## config.mk

```make
export PLATFORM = sky130hd
export DESIGN_NAME = asr_ctrl
export DESIGN_NICKNAME = d
export VERILOG_FILES = /design/src/hdl/asr_pkg.sv /design/src/hdl/asr_clkdiv.sv /design/src/hdl/asr_ctrl.sv /design/src/hdl/asr_sar.sv
export SDC_FILE = /design/constraint.sdc
export NUM_CORES = 1
export LEC_CHECK = 0
export ABC_AREA = 1
export BUFFER_PORTS_ARGS = -buffer_cell sky130_fd_sc_hd__buf_2
export CAP_MARGIN = 20
export CORE_MARGIN = 4
export CORE_UTILIZATION = 47
export DETAILED_ROUTE_END_ITERATION = 12
export GPL_ROUTABILITY_DRIVEN = 0
export PLACE_DENSITY_LB_ADDON = 0.2
export SLEW_MARGIN = 10
export SYNTH_ARGS = -nofsm -noshare
export SYNTH_HDL_FRONTEND = slang
export SYNTH_SLANG_ARGS = --single-unit
```

## constraint.sdc

```tcl
create_clock -name ref_clk -period 7.2 [get_ports ref_clk]
set_input_delay 2.16 -clock ref_clk [delete_from_list [all_inputs] [get_ports ref_clk]]
set_output_delay 2.16 -clock ref_clk [all_outputs]
set_load 0.02 [all_outputs]
```

## src/hdl/asr_pkg.sv

```systemverilog
package asr_pkg;
	// ****************************************
	// Register indices, byte address is index * 4
	// ****************************************
	localparam logic [9:0] IDX_INT_CTRL = 10'h00b;
	localparam logic [9:0] IDX_PERIPH_FLAGS = 10'h00c;
	localparam logic [9:0] IDX_RESULT_HIGH = 10'h01e;
	localparam logic [9:0] IDX_CONV_CTRL = 10'h01f;
	localparam logic [9:0] IDX_PERIPH_ENABLES = 10'h08c;
	localparam logic [9:0] IDX_RESULT_LOW = 10'h09e;
	localparam logic [9:0] IDX_PIN_CLK_SEL = 10'h09f;

	// Reset values
	localparam logic [7:0] RST_INT_CTRL = 8'h00;
	localparam logic [7:0] RST_PERIPH_ENABLES = 8'h00;
	localparam logic [7:0] RST_PIN_CLK_SEL = 8'h0f;

	// Field positions
	localparam int BIT_GLOBAL_INT_EN = 7;
	localparam int BIT_PERIPH_INT_EN = 6;
	localparam int BIT_CONV_INT = 6;
	localparam int BIT_JUSTIFY = 7;
	localparam int BIT_REF_SEL = 6;
	localparam int BIT_CHAN_LO = 2;
	localparam int BIT_GO = 1;
	localparam int BIT_ON = 0;
	localparam int BIT_CLK_SEL_LO = 4;

	// Timing: 250 MHz system clock, RC converter clock at most 500 kHz
	localparam int CLK_PERIOD_NS = 4;
	localparam int RC_PERIOD_NS = 2000;
	localparam int RC_DIV_CYCLES = (RC_PERIOD_NS + CLK_PERIOD_NS - 1) / CLK_PERIOD_NS;
	localparam int INSTR_CLKS = 4;
	localparam int RESULT_BITS = 10;

	typedef enum logic [1:0] {st_idle, st_hold, st_conv} asr_state_e;

	// Conversion clock select codes with either low pattern 11 pick the RC source
	function automatic logic is_rc_clock(input logic [2:0] sel);
		return sel[1:0] == 2'h3;
	endfunction

	// Counter mask for the divided system clock rates
	function automatic logic [5:0] tad_mask(input logic [2:0] sel);
		case (sel)
			3'h1: return 6'h07;
			3'h2: return 6'h1f;
			3'h4: return 6'h03;
			3'h5: return 6'h0f;
			3'h6: return 6'h3f;
			default: return 6'h01;
		endcase
	endfunction

	function automatic logic is_mapped(input logic [9:0] idx);
		case (idx)
			IDX_INT_CTRL, IDX_PERIPH_FLAGS, IDX_RESULT_HIGH, IDX_CONV_CTRL,
			IDX_PERIPH_ENABLES, IDX_RESULT_LOW, IDX_PIN_CLK_SEL: return 1'b1;
			default: return 1'b0;
		endcase
	endfunction
endpackage

```

## src/hdl/asr_clkdiv.sv

```systemverilog
`timescale 1ns/1ps
module asr_clkdiv (
	// Clock and reset
	input wire logic ref_clk,
	input wire logic reset,
	// Control
	input wire logic sys_run,
	input wire logic [2:0] clk_select,
	// Enables
	output logic instr_en,
	output logic tad_en
);
	logic [5:0] sys_cnt;
	logic [5:0] next_sys_cnt;
	logic [8:0] rc_cnt;
	logic [8:0] next_rc_cnt;
	logic rc_tick;
	logic [5:0] mask;

	// System rates stop while asleep; the RC source keeps running
	always_comb
	begin
		mask = asr_pkg::tad_mask(clk_select);
		rc_tick = rc_cnt == 9'(asr_pkg::RC_DIV_CYCLES - 1);
		next_rc_cnt = rc_tick ? 9'h000 : rc_cnt + 9'h001;
		next_sys_cnt = sys_run ? sys_cnt + 6'h01 : sys_cnt;
		instr_en = sys_run && sys_cnt[1:0] == 2'(asr_pkg::INSTR_CLKS - 1);
		if (asr_pkg::is_rc_clock(clk_select))
			tad_en = rc_tick;
		else
			tad_en = sys_run && (sys_cnt & mask) == mask;
	end

	always_ff @(posedge ref_clk)
	begin
		if (reset)
		begin
			sys_cnt <= 6'h00;
			rc_cnt <= 9'h000;
		end
		else
		begin
			sys_cnt <= next_sys_cnt;
			rc_cnt <= next_rc_cnt;
		end
	end
endmodule

```

## src/hdl/asr_ctrl.sv

```systemverilog
// The APB register port was chosen for this implementation.
`timescale 1ns/1ps
// What this block does
// (RULE_01) Conversion survives sleep only with the RC conversion clock.
// (RULE_02) With RC clock, start is held off one instruction cycle.
// (RULE_03) On completion go clears and the result registers load.
// (RULE_04) Completion in sleep with converter interrupt enabled wakes the device.
// (RULE_05) Completion in sleep without that enable powers down; on bit stays set.
// (RULE_06) Sleep with a non-RC clock aborts and powers down; on bit stays.
// (RULE_07) Reset restores control registers, powers down, aborts any conversion.
// (RULE_08) Reset leaves both result registers unchanged.
// (RULE_09) Left justify: high holds upper 8, low top 2; right: reversed.
// (RULE_10) Software waits the acquisition time after a channel change.
// (RULE_11) Go set while on starts; it stays set until results load.
// (RULE_12) Completion sets the flag; request needs converter, peripheral, global enables.
module asr_ctrl (
	// Clock and reset
	input wire logic ref_clk,
	input wire logic reset,
	// APB slave
	input wire logic psel,
	input wire logic penable,
	input wire logic pwrite,
	input wire logic [11:0] paddr,
	input wire logic [31:0] pwdata,
	output logic [31:0] prdata,
	output logic pready,
	output logic pslverr,
	// Processor side
	input wire logic sleep_active,
	output logic wake_req,
	output logic irq,
	// Analog conversion core
	output logic conv_power,
	output logic [1:0] channel_select,
	output logic reference_select,
	output logic [3:0] analog_pin_select,
	output logic [9:0] dac_code,
	input wire logic cmp_in
);
	// ****************************************
	// State
	// ****************************************
	asr_pkg::asr_state_e st;
	asr_pkg::asr_state_e next_st;
	logic [7:0] int_ctrl;
	logic [7:0] next_int_ctrl;
	logic [7:0] periph_en;
	logic [7:0] next_periph_en;
	logic [7:0] pin_clk_sel;
	logic [7:0] next_pin_clk_sel;
	logic conv_int_flag;
	logic next_conv_int_flag;
	logic justify;
	logic next_justify;
	logic next_ref;
	logic [1:0] next_chan;
	logic go;
	logic next_go;
	logic on;
	logic next_on;
	logic pwr_off;
	logic next_pwr_off;
	logic next_wake;
	logic [31:0] next_prdata;
	logic next_pslverr;
	logic [7:0] result_high;
	logic [7:0] next_result_high;
	logic [7:0] result_low;
	logic [7:0] next_result_low;
	logic [7:0] rd_byte;
	logic results_known;

	// Decode and event terms
	logic [9:0] idx;
	logic setup;
	logic wr;
	logic rc;
	logic wake_en;
	logic start_req;
	logic abort;
	logic sar_start;
	logic done;
	logic instr_en;
	logic tad_en;
	logic sar_busy;
	logic sar_done;
	logic [9:0] sar_result;

	function automatic logic wr_to(input logic [9:0] target);
		return wr && idx == target;
	endfunction

	// ****************************************
	// Bus decode
	// ****************************************
	// Zero wait states; read data and error are latched in the setup cycle
	assign pready = 1'b1;
	assign idx = paddr[11:2];
	assign setup = psel && !penable;
	assign wr = psel && penable && pwrite && !pslverr;

	// Outputs decoded combinationally from control flops
	assign analog_pin_select = pin_clk_sel[3:0];
	assign conv_power = on && !pwr_off; // [RULE_05] [RULE_06]
	assign irq = conv_int_flag && periph_en[asr_pkg::BIT_CONV_INT] &&
		int_ctrl[asr_pkg::BIT_PERIPH_INT_EN] && int_ctrl[asr_pkg::BIT_GLOBAL_INT_EN]; // [RULE_12]

	// Conversion events
	always_comb
	begin
		rc = asr_pkg::is_rc_clock(pin_clk_sel[6:4]);
		wake_en = periph_en[asr_pkg::BIT_CONV_INT] && int_ctrl[asr_pkg::BIT_PERIPH_INT_EN];
		start_req = wr_to(asr_pkg::IDX_CONV_CTRL) && pwdata[asr_pkg::BIT_GO] &&
			pwdata[asr_pkg::BIT_ON] && st == asr_pkg::st_idle && !sleep_active; // [RULE_11]
		// Sleep on a system-derived clock kills the conversion outright
		abort = st != asr_pkg::st_idle && ((sleep_active && !rc) ||
			(wr_to(asr_pkg::IDX_CONV_CTRL) &&
			!(pwdata[asr_pkg::BIT_GO] && pwdata[asr_pkg::BIT_ON]))); // [RULE_06] [RULE_01]
		// RC start waits for the next instruction edge so the sleep can land first
		sar_start = !abort && ((st == asr_pkg::st_idle && start_req && !rc) ||
			(st == asr_pkg::st_hold && (instr_en || sleep_active))); // [RULE_02]
		done = st == asr_pkg::st_conv && sar_done && !abort;
	end

	// ****************************************
	// Control next values
	// ****************************************
	always_comb
	begin
		next_st = st;
		case (st)
			asr_pkg::st_idle:
				if (start_req)
					next_st = rc ? asr_pkg::st_hold : asr_pkg::st_conv; // [RULE_02]
			asr_pkg::st_hold:
				if (abort)
					next_st = asr_pkg::st_idle;
				else if (sar_start)
					next_st = asr_pkg::st_conv;
			asr_pkg::st_conv:
				if (abort || sar_done)
					next_st = asr_pkg::st_idle;
			default: next_st = asr_pkg::st_idle;
		endcase

		next_int_ctrl = wr_to(asr_pkg::IDX_INT_CTRL) ? pwdata[7:0] : int_ctrl;
		next_periph_en = wr_to(asr_pkg::IDX_PERIPH_ENABLES) ? pwdata[7:0] : periph_en;
		next_pin_clk_sel = pin_clk_sel;
		if (wr_to(asr_pkg::IDX_PIN_CLK_SEL))
			next_pin_clk_sel = {1'b0, pwdata[6:0]};

		next_justify = justify;
		next_ref = reference_select;
		next_chan = channel_select;
		next_on = on;
		if (wr_to(asr_pkg::IDX_CONV_CTRL))
		begin
			next_justify = pwdata[asr_pkg::BIT_JUSTIFY];
			next_ref = pwdata[asr_pkg::BIT_REF_SEL];
			next_chan = pwdata[asr_pkg::BIT_CHAN_LO +: 2];
			next_on = pwdata[asr_pkg::BIT_ON];
		end

		// Go is owned by hardware once the conversion is under way
		next_go = go;
		if (start_req)
			next_go = 1'b1; // [RULE_11]
		if (done || abort)
			next_go = 1'b0; // [RULE_03]

		// Flag: a completion beats a clear in the same cycle
		next_conv_int_flag = conv_int_flag;
		if (wr_to(asr_pkg::IDX_PERIPH_FLAGS) && pwdata[asr_pkg::BIT_CONV_INT])
			next_conv_int_flag = 1'b0;
		if (done)
			next_conv_int_flag = 1'b1; // [RULE_12]

		// Power-down in sleep never touches the on bit itself
		next_pwr_off = pwr_off;
		if (!sleep_active)
			next_pwr_off = 1'b0;
		if (sleep_active && !rc)
			next_pwr_off = 1'b1; // [RULE_06]
		if (done && sleep_active && !wake_en)
			next_pwr_off = 1'b1; // [RULE_05]
		next_wake = done && sleep_active && wake_en; // [RULE_04]

		// Read data captured during setup
		case (idx)
			asr_pkg::IDX_INT_CTRL: rd_byte = int_ctrl;
			asr_pkg::IDX_PERIPH_FLAGS: rd_byte = 8'(conv_int_flag) << asr_pkg::BIT_CONV_INT;
			asr_pkg::IDX_RESULT_HIGH: rd_byte = result_high;
			asr_pkg::IDX_CONV_CTRL: rd_byte = {justify, reference_select, 2'h0, channel_select, go, on};
			asr_pkg::IDX_PERIPH_ENABLES: rd_byte = periph_en;
			asr_pkg::IDX_RESULT_LOW: rd_byte = result_low;
			asr_pkg::IDX_PIN_CLK_SEL: rd_byte = pin_clk_sel;
			default: rd_byte = 8'h00;
		endcase
		next_prdata = prdata;
		next_pslverr = pslverr;
		if (setup)
		begin
			next_pslverr = !asr_pkg::is_mapped(idx) || paddr[1:0] != 2'h0;
			next_prdata = (pwrite || next_pslverr) ? 32'h0000_0000 : {24'h00_0000, rd_byte};
		end
	end

	// Synchronous reset brings back every control value
	always_ff @(posedge ref_clk)
	begin
		if (reset)
		begin
			st <= asr_pkg::st_idle; // [RULE_07]
			int_ctrl <= asr_pkg::RST_INT_CTRL;
			periph_en <= asr_pkg::RST_PERIPH_ENABLES;
			pin_clk_sel <= asr_pkg::RST_PIN_CLK_SEL;
			conv_int_flag <= 1'b0;
			justify <= 1'b0;
			reference_select <= 1'b0;
			channel_select <= 2'h0;
			go <= 1'b0;
			on <= 1'b0;
			pwr_off <= 1'b0;
			wake_req <= 1'b0;
			prdata <= 32'h0000_0000;
			pslverr <= 1'b0;
		end
		else
		begin
			st <= next_st;
			int_ctrl <= next_int_ctrl;
			periph_en <= next_periph_en;
			pin_clk_sel <= next_pin_clk_sel;
			conv_int_flag <= next_conv_int_flag;
			justify <= next_justify;
			reference_select <= next_ref;
			channel_select <= next_chan;
			go <= next_go;
			on <= next_on;
			pwr_off <= next_pwr_off;
			wake_req <= next_wake;
			prdata <= next_prdata;
			pslverr <= next_pslverr;
		end
	end

	// ****************************************
	// Result registers
	// ****************************************
	// Completion overrides a software write in the same cycle
	always_comb
	begin
		next_result_high = wr_to(asr_pkg::IDX_RESULT_HIGH) ? pwdata[7:0] : result_high;
		next_result_low = wr_to(asr_pkg::IDX_RESULT_LOW) ? pwdata[7:0] : result_low;
		if (done)
		begin
			if (justify)
			begin
				next_result_high = {6'h00, sar_result[9:8]}; // [RULE_09]
				next_result_low = sar_result[7:0];
			end
			else
			begin
				next_result_high = sar_result[9:2]; // [RULE_09]
				next_result_low = {sar_result[1:0], 6'h00};
			end
		end
	end

	// No reset: results survive any device reset
	always_ff @(posedge ref_clk)
	begin
		if (!reset)
		begin
			result_high <= next_result_high; // [RULE_08] [RULE_03]
			result_low <= next_result_low;
			// Arms the reset check only once both results hold a converted value
			if (done)
				results_known <= 1'b1;
		end
	end

	// ****************************************
	// Rate generation and converter core
	// ****************************************
	asr_clkdiv u_clkdiv (
		.ref_clk(ref_clk),
		.reset(reset),
		.sys_run(!sleep_active),
		.clk_select(pin_clk_sel[6:4]),
		.instr_en(instr_en),
		.tad_en(tad_en)
	);

	asr_sar u_sar (
		.ref_clk(ref_clk),
		.reset(reset),
		.start(sar_start),
		.abort(abort),
		.tad_en(tad_en),
		.cmp_in(cmp_in),
		.busy(sar_busy),
		.done(sar_done),
		.dac_code(dac_code),
		.result(sar_result)
	);
endmodule

```

## src/hdl/asr_sar.sv

```systemverilog
`timescale 1ns/1ps
module asr_sar (
	// Clock and reset
	input wire logic ref_clk,
	input wire logic reset,
	// Control
	input wire logic start,
	input wire logic abort,
	input wire logic tad_en,
	// Comparator from the analog core
	input wire logic cmp_in,
	// Status and result
	output logic busy,
	output logic done,
	output logic [9:0] dac_code,
	output logic [9:0] result
);
	logic cmp_meta;
	logic cmp_sync;
	logic [3:0] step;
	logic [3:0] next_step;
	logic next_busy;
	logic next_done;
	logic [9:0] next_code;
	logic [9:0] next_result;
	logic [1:0] settle;
	logic [1:0] next_settle;

	// Comparator is asynchronous to us
	always_ff @(posedge ref_clk)
	begin
		cmp_meta <= cmp_in;
		cmp_sync <= cmp_meta;
	end

	// One sample period, then one period per bit, most significant first
	// A new trial code needs three edges to come back through the synchroniser;
	// a bit period that comes sooner is skipped, so the fastest rate runs at half speed
	always_comb
	begin
		next_step = step;
		next_busy = busy;
		next_done = 1'b0;
		next_code = dac_code;
		next_result = result;
		next_settle = (settle == 2'h3) ? settle : settle + 2'h1;
		if (abort)
			next_busy = 1'b0;
		else if (start)
		begin
			next_busy = 1'b1;
			next_step = 4'ha;
			next_code = 10'h200;
			next_settle = 2'h0;
		end
		else if (busy && tad_en && (step == 4'ha || settle[1]))
		begin
			next_step = step - 4'h1;
			if (step != 4'ha)
			begin
				next_settle = 2'h0;
				next_code[step] = cmp_sync;
				if (step != 4'h0)
					next_code[step - 4'h1] = 1'b1;
				else
				begin
					next_busy = 1'b0;
					next_done = 1'b1;
					next_result = next_code;
				end
			end
		end
	end

	always_ff @(posedge ref_clk)
	begin
		if (reset)
		begin
			step <= 4'h0;
			settle <= 2'h0;
			busy <= 1'b0;
			done <= 1'b0;
			dac_code <= 10'h000;
			result <= 10'h000;
		end
		else
		begin
			step <= next_step;
			settle <= next_settle;
			busy <= next_busy;
			done <= next_done;
			dac_code <= next_code;
			result <= next_result;
		end
	end
endmodule

```

Yosys cells after proc, flatten, opt, wreduce, memory -nomap -nowiden --
Index checks and enable logic that the tools add are counted.
Operators by class: multiplexer cells 44, equal/unequal tests 26, magnitude comparators 4, bitwise logic cells 8, $add $sub $neg 4, reduce and logical (&&, ||, !) cells 78
Operators with widths (number):
- $mux W8 | 7
- $pmux W8 S7 | 1
- $logic_and A1 B1 Y1 | 40
- $mux W10 | 4
- $eq A10 B8 Y1 const B | 3
- $pmux W6 S5 | 1
- $eq A10 B4 Y1 const B | 2
- $eq A10 B5 Y1 const B | 2
- $mux W2 | 10
- $mux W1 | 15
- $reduce_bool A2 Y1 | 7
- $bwmux W10 | 1
- $lt A4 B5 Y1 const B | 2
- $or A10 B10 Y10 | 1
- $add A9 B1 Y9 const B | 1
- $eq A3 B3 Y1 const B | 3
- $eq A9 B9 Y1 const B | 1
- $logic_not A1 Y1 | 9
- $reduce_and A3 Y1 | 3
- $demux W1 S4 | 2
- $eq A2 B2 Y1 const B | 4
- $ge A4 B1 Y1 const B | 2
- $logic_or A1 B1 Y1 | 8
- $mux W4 | 2
- 23 further kinds | 33
Storage, ports and cells: register bits after elaboration 128, bits of input ports 51

Longest topological paths before layout --
word-level depth 15, mapped depth 16, gate-level depth less buffers 15

By module --
A second synthesis with hierarchy kept.
Unflattened totals: cell total of the unflattened synthesis 828, area total of the unflattened synthesis 5736.8 µm²
By module, submodules not included:
- asr_ctrl | area an instance 3306.9 µm², instances 1, cells an instance 464, sequential area each 1341.3 µm²
- asr_sar | area an instance 1640.3 µm², instances 1, cells an instance 245, sequential area each 600.6 µm²
- asr_clkdiv | area an instance 789.5 µm², instances 1, cells an instance 119, sequential area each 300.3 µm²

Worst setup path before layout --
Ideal clock, no wire load.
kind in2reg, start input port paddr[9], end register result_high[0], enable pin, arrival time 3.490 ns, stages on the path 5, required time 6.825 ns, setup slack 3.335 ns, path buffers 0, path through nor2_1 -> inv_1 -> nor4_2 -> nand2_1 -> a21oi_1
On the way: cells in the longest elaborated chain, start to end 9, elaborated cells between the ends (all ways) 11, those cells by class eq/ne (2); reduce/logical (9)
RTL lines:
- start, declared | RTL line asr_ctrl.sv:24 | input wire logic [11:0] paddr,
- $eq A10 B5 Y1 | RTL line asr_ctrl.sv:91 | return wr && idx == target;
- $logic_and A1 B1 Y1 | RTL line asr_ctrl.sv:91
- $logic_and A1 B1 Y1 | RTL line asr_ctrl.sv:118 | (wr_to(asr_pkg::IDX_CONV_CTRL) &&
- $logic_or A1 B1 Y1 | RTL line asr_ctrl.sv:117 | abort = st != asr_pkg::st_idle && ((sleep_active && !rc) ||
- $logic_and A1 B1 Y1 | RTL line asr_ctrl.sv:117
- $logic_not A1 Y1 | RTL line asr_ctrl.sv:123 | done = st == asr_pkg::st_conv && sar_done && !abort;
- $logic_and A1 B1 Y1 | RTL line asr_ctrl.sv:123
- $reduce_bool A2 Y1 (no line) *
- $reduce_and A2 Y1 (no line) *
- end signal, assigned | RTL line asr_ctrl.sv:276 | result_high <= next_result_high;
- end, declared | RTL line asr_ctrl.sv:67 | logic [7:0] result_high;
Every way passes the cells marked *; elsewhere a longest branch is shown, timed or not. A chain may end at the register's enable or synchronous reset.

Worst setup path after layout --
Same ends and word-level chain as after synthesis.

==> metrics.yaml <==
hold_viol: 0
tritoncts: "yes"
reg2reg_depth: 7
synthTopCellsByArea: "dfxtp_1, nand2_1, edfxtp_1, inv_1, nor2_1"
avgRoutedWirePerCell_um: 13.98
die_h_um: 115.5
layout_setup_ws_ns: 3.125
cts.sinks: 104
postCtsHoldBufs: 0
io_buffers: 55
die_x_um: 115.5
drt-pass1-iter-count: 5
crit_path_max_fanout: 8
async_reset_ff_share_pct: 0
synth_area_per_cell_um2: 7.189
core_um2: 11370
ant_nets: 0
clk_pin_slew_worst_paths_ns: 0.07
post_cts_resized: 0
maxSlewHeadroom_pct: 46.58
rows: 39
synth_top_cell_by_area: "dfxtp_1"
ys_types: 40
cts_setup_buffers: 0
cts-root-buf: "clkbuf_16"
antenna_found_initial: 0
worst_pin_slew_ns: 0.8014
p_per_area_nw_per_um2: 196.8
clk_latency_ns: 0.35
htree_levels: 3
finClkSkew_ns: 0.007149
floorplan.initialDensity_pct: 47.80
endpoint_kind: "flip-flop"
min_period_over_period_pct: 56.59
critical_path_class: "in2reg"
grt_pass1_vias: 4583
cp-startpoint: "paddr[9]"
grt_pass1_wl_um: 21790
fin_crit_ns: 4.075
synth.most_common_cell: "nand2_1"
cts_buffers: 9
yosysWarnings: 0
drtIter0Drc: 257
clockBufferDepth: 2
stdcell_area_um2: 5988
grt_util_all_layers_pct: 20.39
diodes: 0
clock.fmax_mhz: 245.4
hold_ws_ns: 0.3286
finalSetupViolations: 0
hpwl_um: 9954
hold_class: "reg2reg"
dieArea_um2: 13350
synth_flop_cell: "dfxtp_1"
cp_data_arrival_time_ns: 4.06
rsz0062_at_grt: "false"
synth_edf_count: 16
fin_setup_tns_ns: 0
synth_seq_cells: 104
io_pins: 105
nets: 861
place_area_um2: 5682
r2r_slack_ns: 4.74
area_growth_pct: 10.17
required_ns: 7.18
status: "finished clean"
preCtsSetupSlack_ns: 2.783
synth_top_area_share_pct: 32.41
leakagePower_nw: 2.575
r2r_start: "pin_clk_sel[5]"
startpoint_type: "input pin"
drive_gt1_share_pct: 12.44
overflow: 0
syn-instance-count: 756
ys_seq_area_share_pct: 41.25
syn_area_um2: 5435
cap_violations: 0
drt_wl_total_um: 13240
cp-endpoint: "result_high[0]"
drc_errors: 0
slew_violations: 0
r2r_end: "result_low[3]"
grt_max_degree: 49
synth_commonest_cells: "nand2_1, dfxtp_1, inv_1"
viasPerCell: 5.152
ir_worst_vdd_v: 0.00009726
vias: 4879
p_total_w: 0.001178
cells by family (layout without fill, tap and decap cells):
family,Yosys count,in the layout,synth area share [%]
AND/OR/NAND/NOR,342,342,27.74
AO/OA/AOI/OAI,156,156,16.21
buffers and inverters,140,165,11.97
flip-flops,104,104,41.25
adder cells (fa/ha/maj),11,11,2.532
other,2,25,0.1382
XOR/XNOR,1,1,0.1612
report_power, final:
group | total [W] | switching (W) | leakage, nW | internal [W]
registers | 0.000597 | 0.00000346 | 0.855 | 0.000594
clock network | 0.000516 | 0.000212 | 0.151 | 0.000304
logic | 0.0000653 | 0.0000488 | 1.57 | 0.0000165
total | 0.00118 | 0.000264 | 2.58 | 0.000914
sequential cells by signal (all words and copies together), names as in the netlist, 2 cells and up:
signal / flops
result_high: 8
u_sar.step: 4
pin_clk_sel: 7
prdata: 8
u_sar.settle: 2
u_sar.result: 10
u_clkdiv.sys_cnt: 6
u_sar.dac_code: 10
channel_select: 2
st: 2
int_ctrl: 8
u_clkdiv.rc_cnt: 9
periph_en: 8
result_low: 8
stage by stage:
| step | util (%) | cells |
|---|---|---|
| after floorplan | - | 779 |
| after global placement | 49.97 | 931 |
| after detailed placement | 49.97 | 931 |
| after CTS | 52.67 | 947 |
| after global routing | 52.67 | 947 |
| final | 52.67 | 947 |
cell type report:
class / instances / area, um2
clock buffers: 12 / 236.5
clock inverters: 4 / 70.07
fillers: 1115 / 5381
inverters: 93 / 349.1
multi-input cells: 535 / 2629
flip-flops and latches: 104 / 2242
well taps: 143 / 178.9
repair buffers: 56 / 282.8
placed cells by master, fill, tap and decap left out, types with 4 or more instances in the layout:
cell,instances
ha_1,11
o211ai_1,7
edfxtp_1,16
nor2_4,5
inv_1,85
a211oi_1,7
nand3_1,45
dfxtp_1,88
clkbuf_16,9
nor3b_1,5
o21ai_0,50
o31ai_1,12
o21ai_1,7
inv_2,7
nand4_1,11
nor3_1,12
nand2_2,4
o21bai_1,6
conb_1,25
o22ai_1,4
nor2_1,78
buf_2,55
nand2_1,167
nor2_2,7
a21oi_1,56
layer usage:
layer | track usage [%] | vias to the layer above | part of all wire, %
li1 | - | 2515 | -
met1 | 25.85 | 2191 | 45
met2 | 34.68 | 150 | 47
met3 | 2.768 | 23 | 5.8
met4 | 9.077 | 0 | 2.7
met5 | 0 | - | 0
worst max-delay path: stages:
cell and delay (ns):
buf_2 0.10, nor2_1 0.23, inv_1 0.16, nor4_2 0.67, nand2_1 0.11, a21oi_1 0.63
worst min-delay path by stage:
| stage | startpoint | endpoint | cells after the start |
|---|---|---|---|
| floorplan | u_sar.cmp_meta | u_sar.cmp_sync | 0 |
| global placement | u_sar.cmp_meta | u_sar.cmp_sync | 0 |
| detailed placement | u_sar.cmp_meta | u_sar.cmp_sync | 0 |
| CTS | u_sar.cmp_meta | u_sar.cmp_sync | 0 |
| global route | u_sar.cmp_meta | u_sar.cmp_sync | 0 |
| finish | u_sar.cmp_meta | u_sar.cmp_sync | 0 |
No activity file was read; power rests on OpenSTA's default activity.
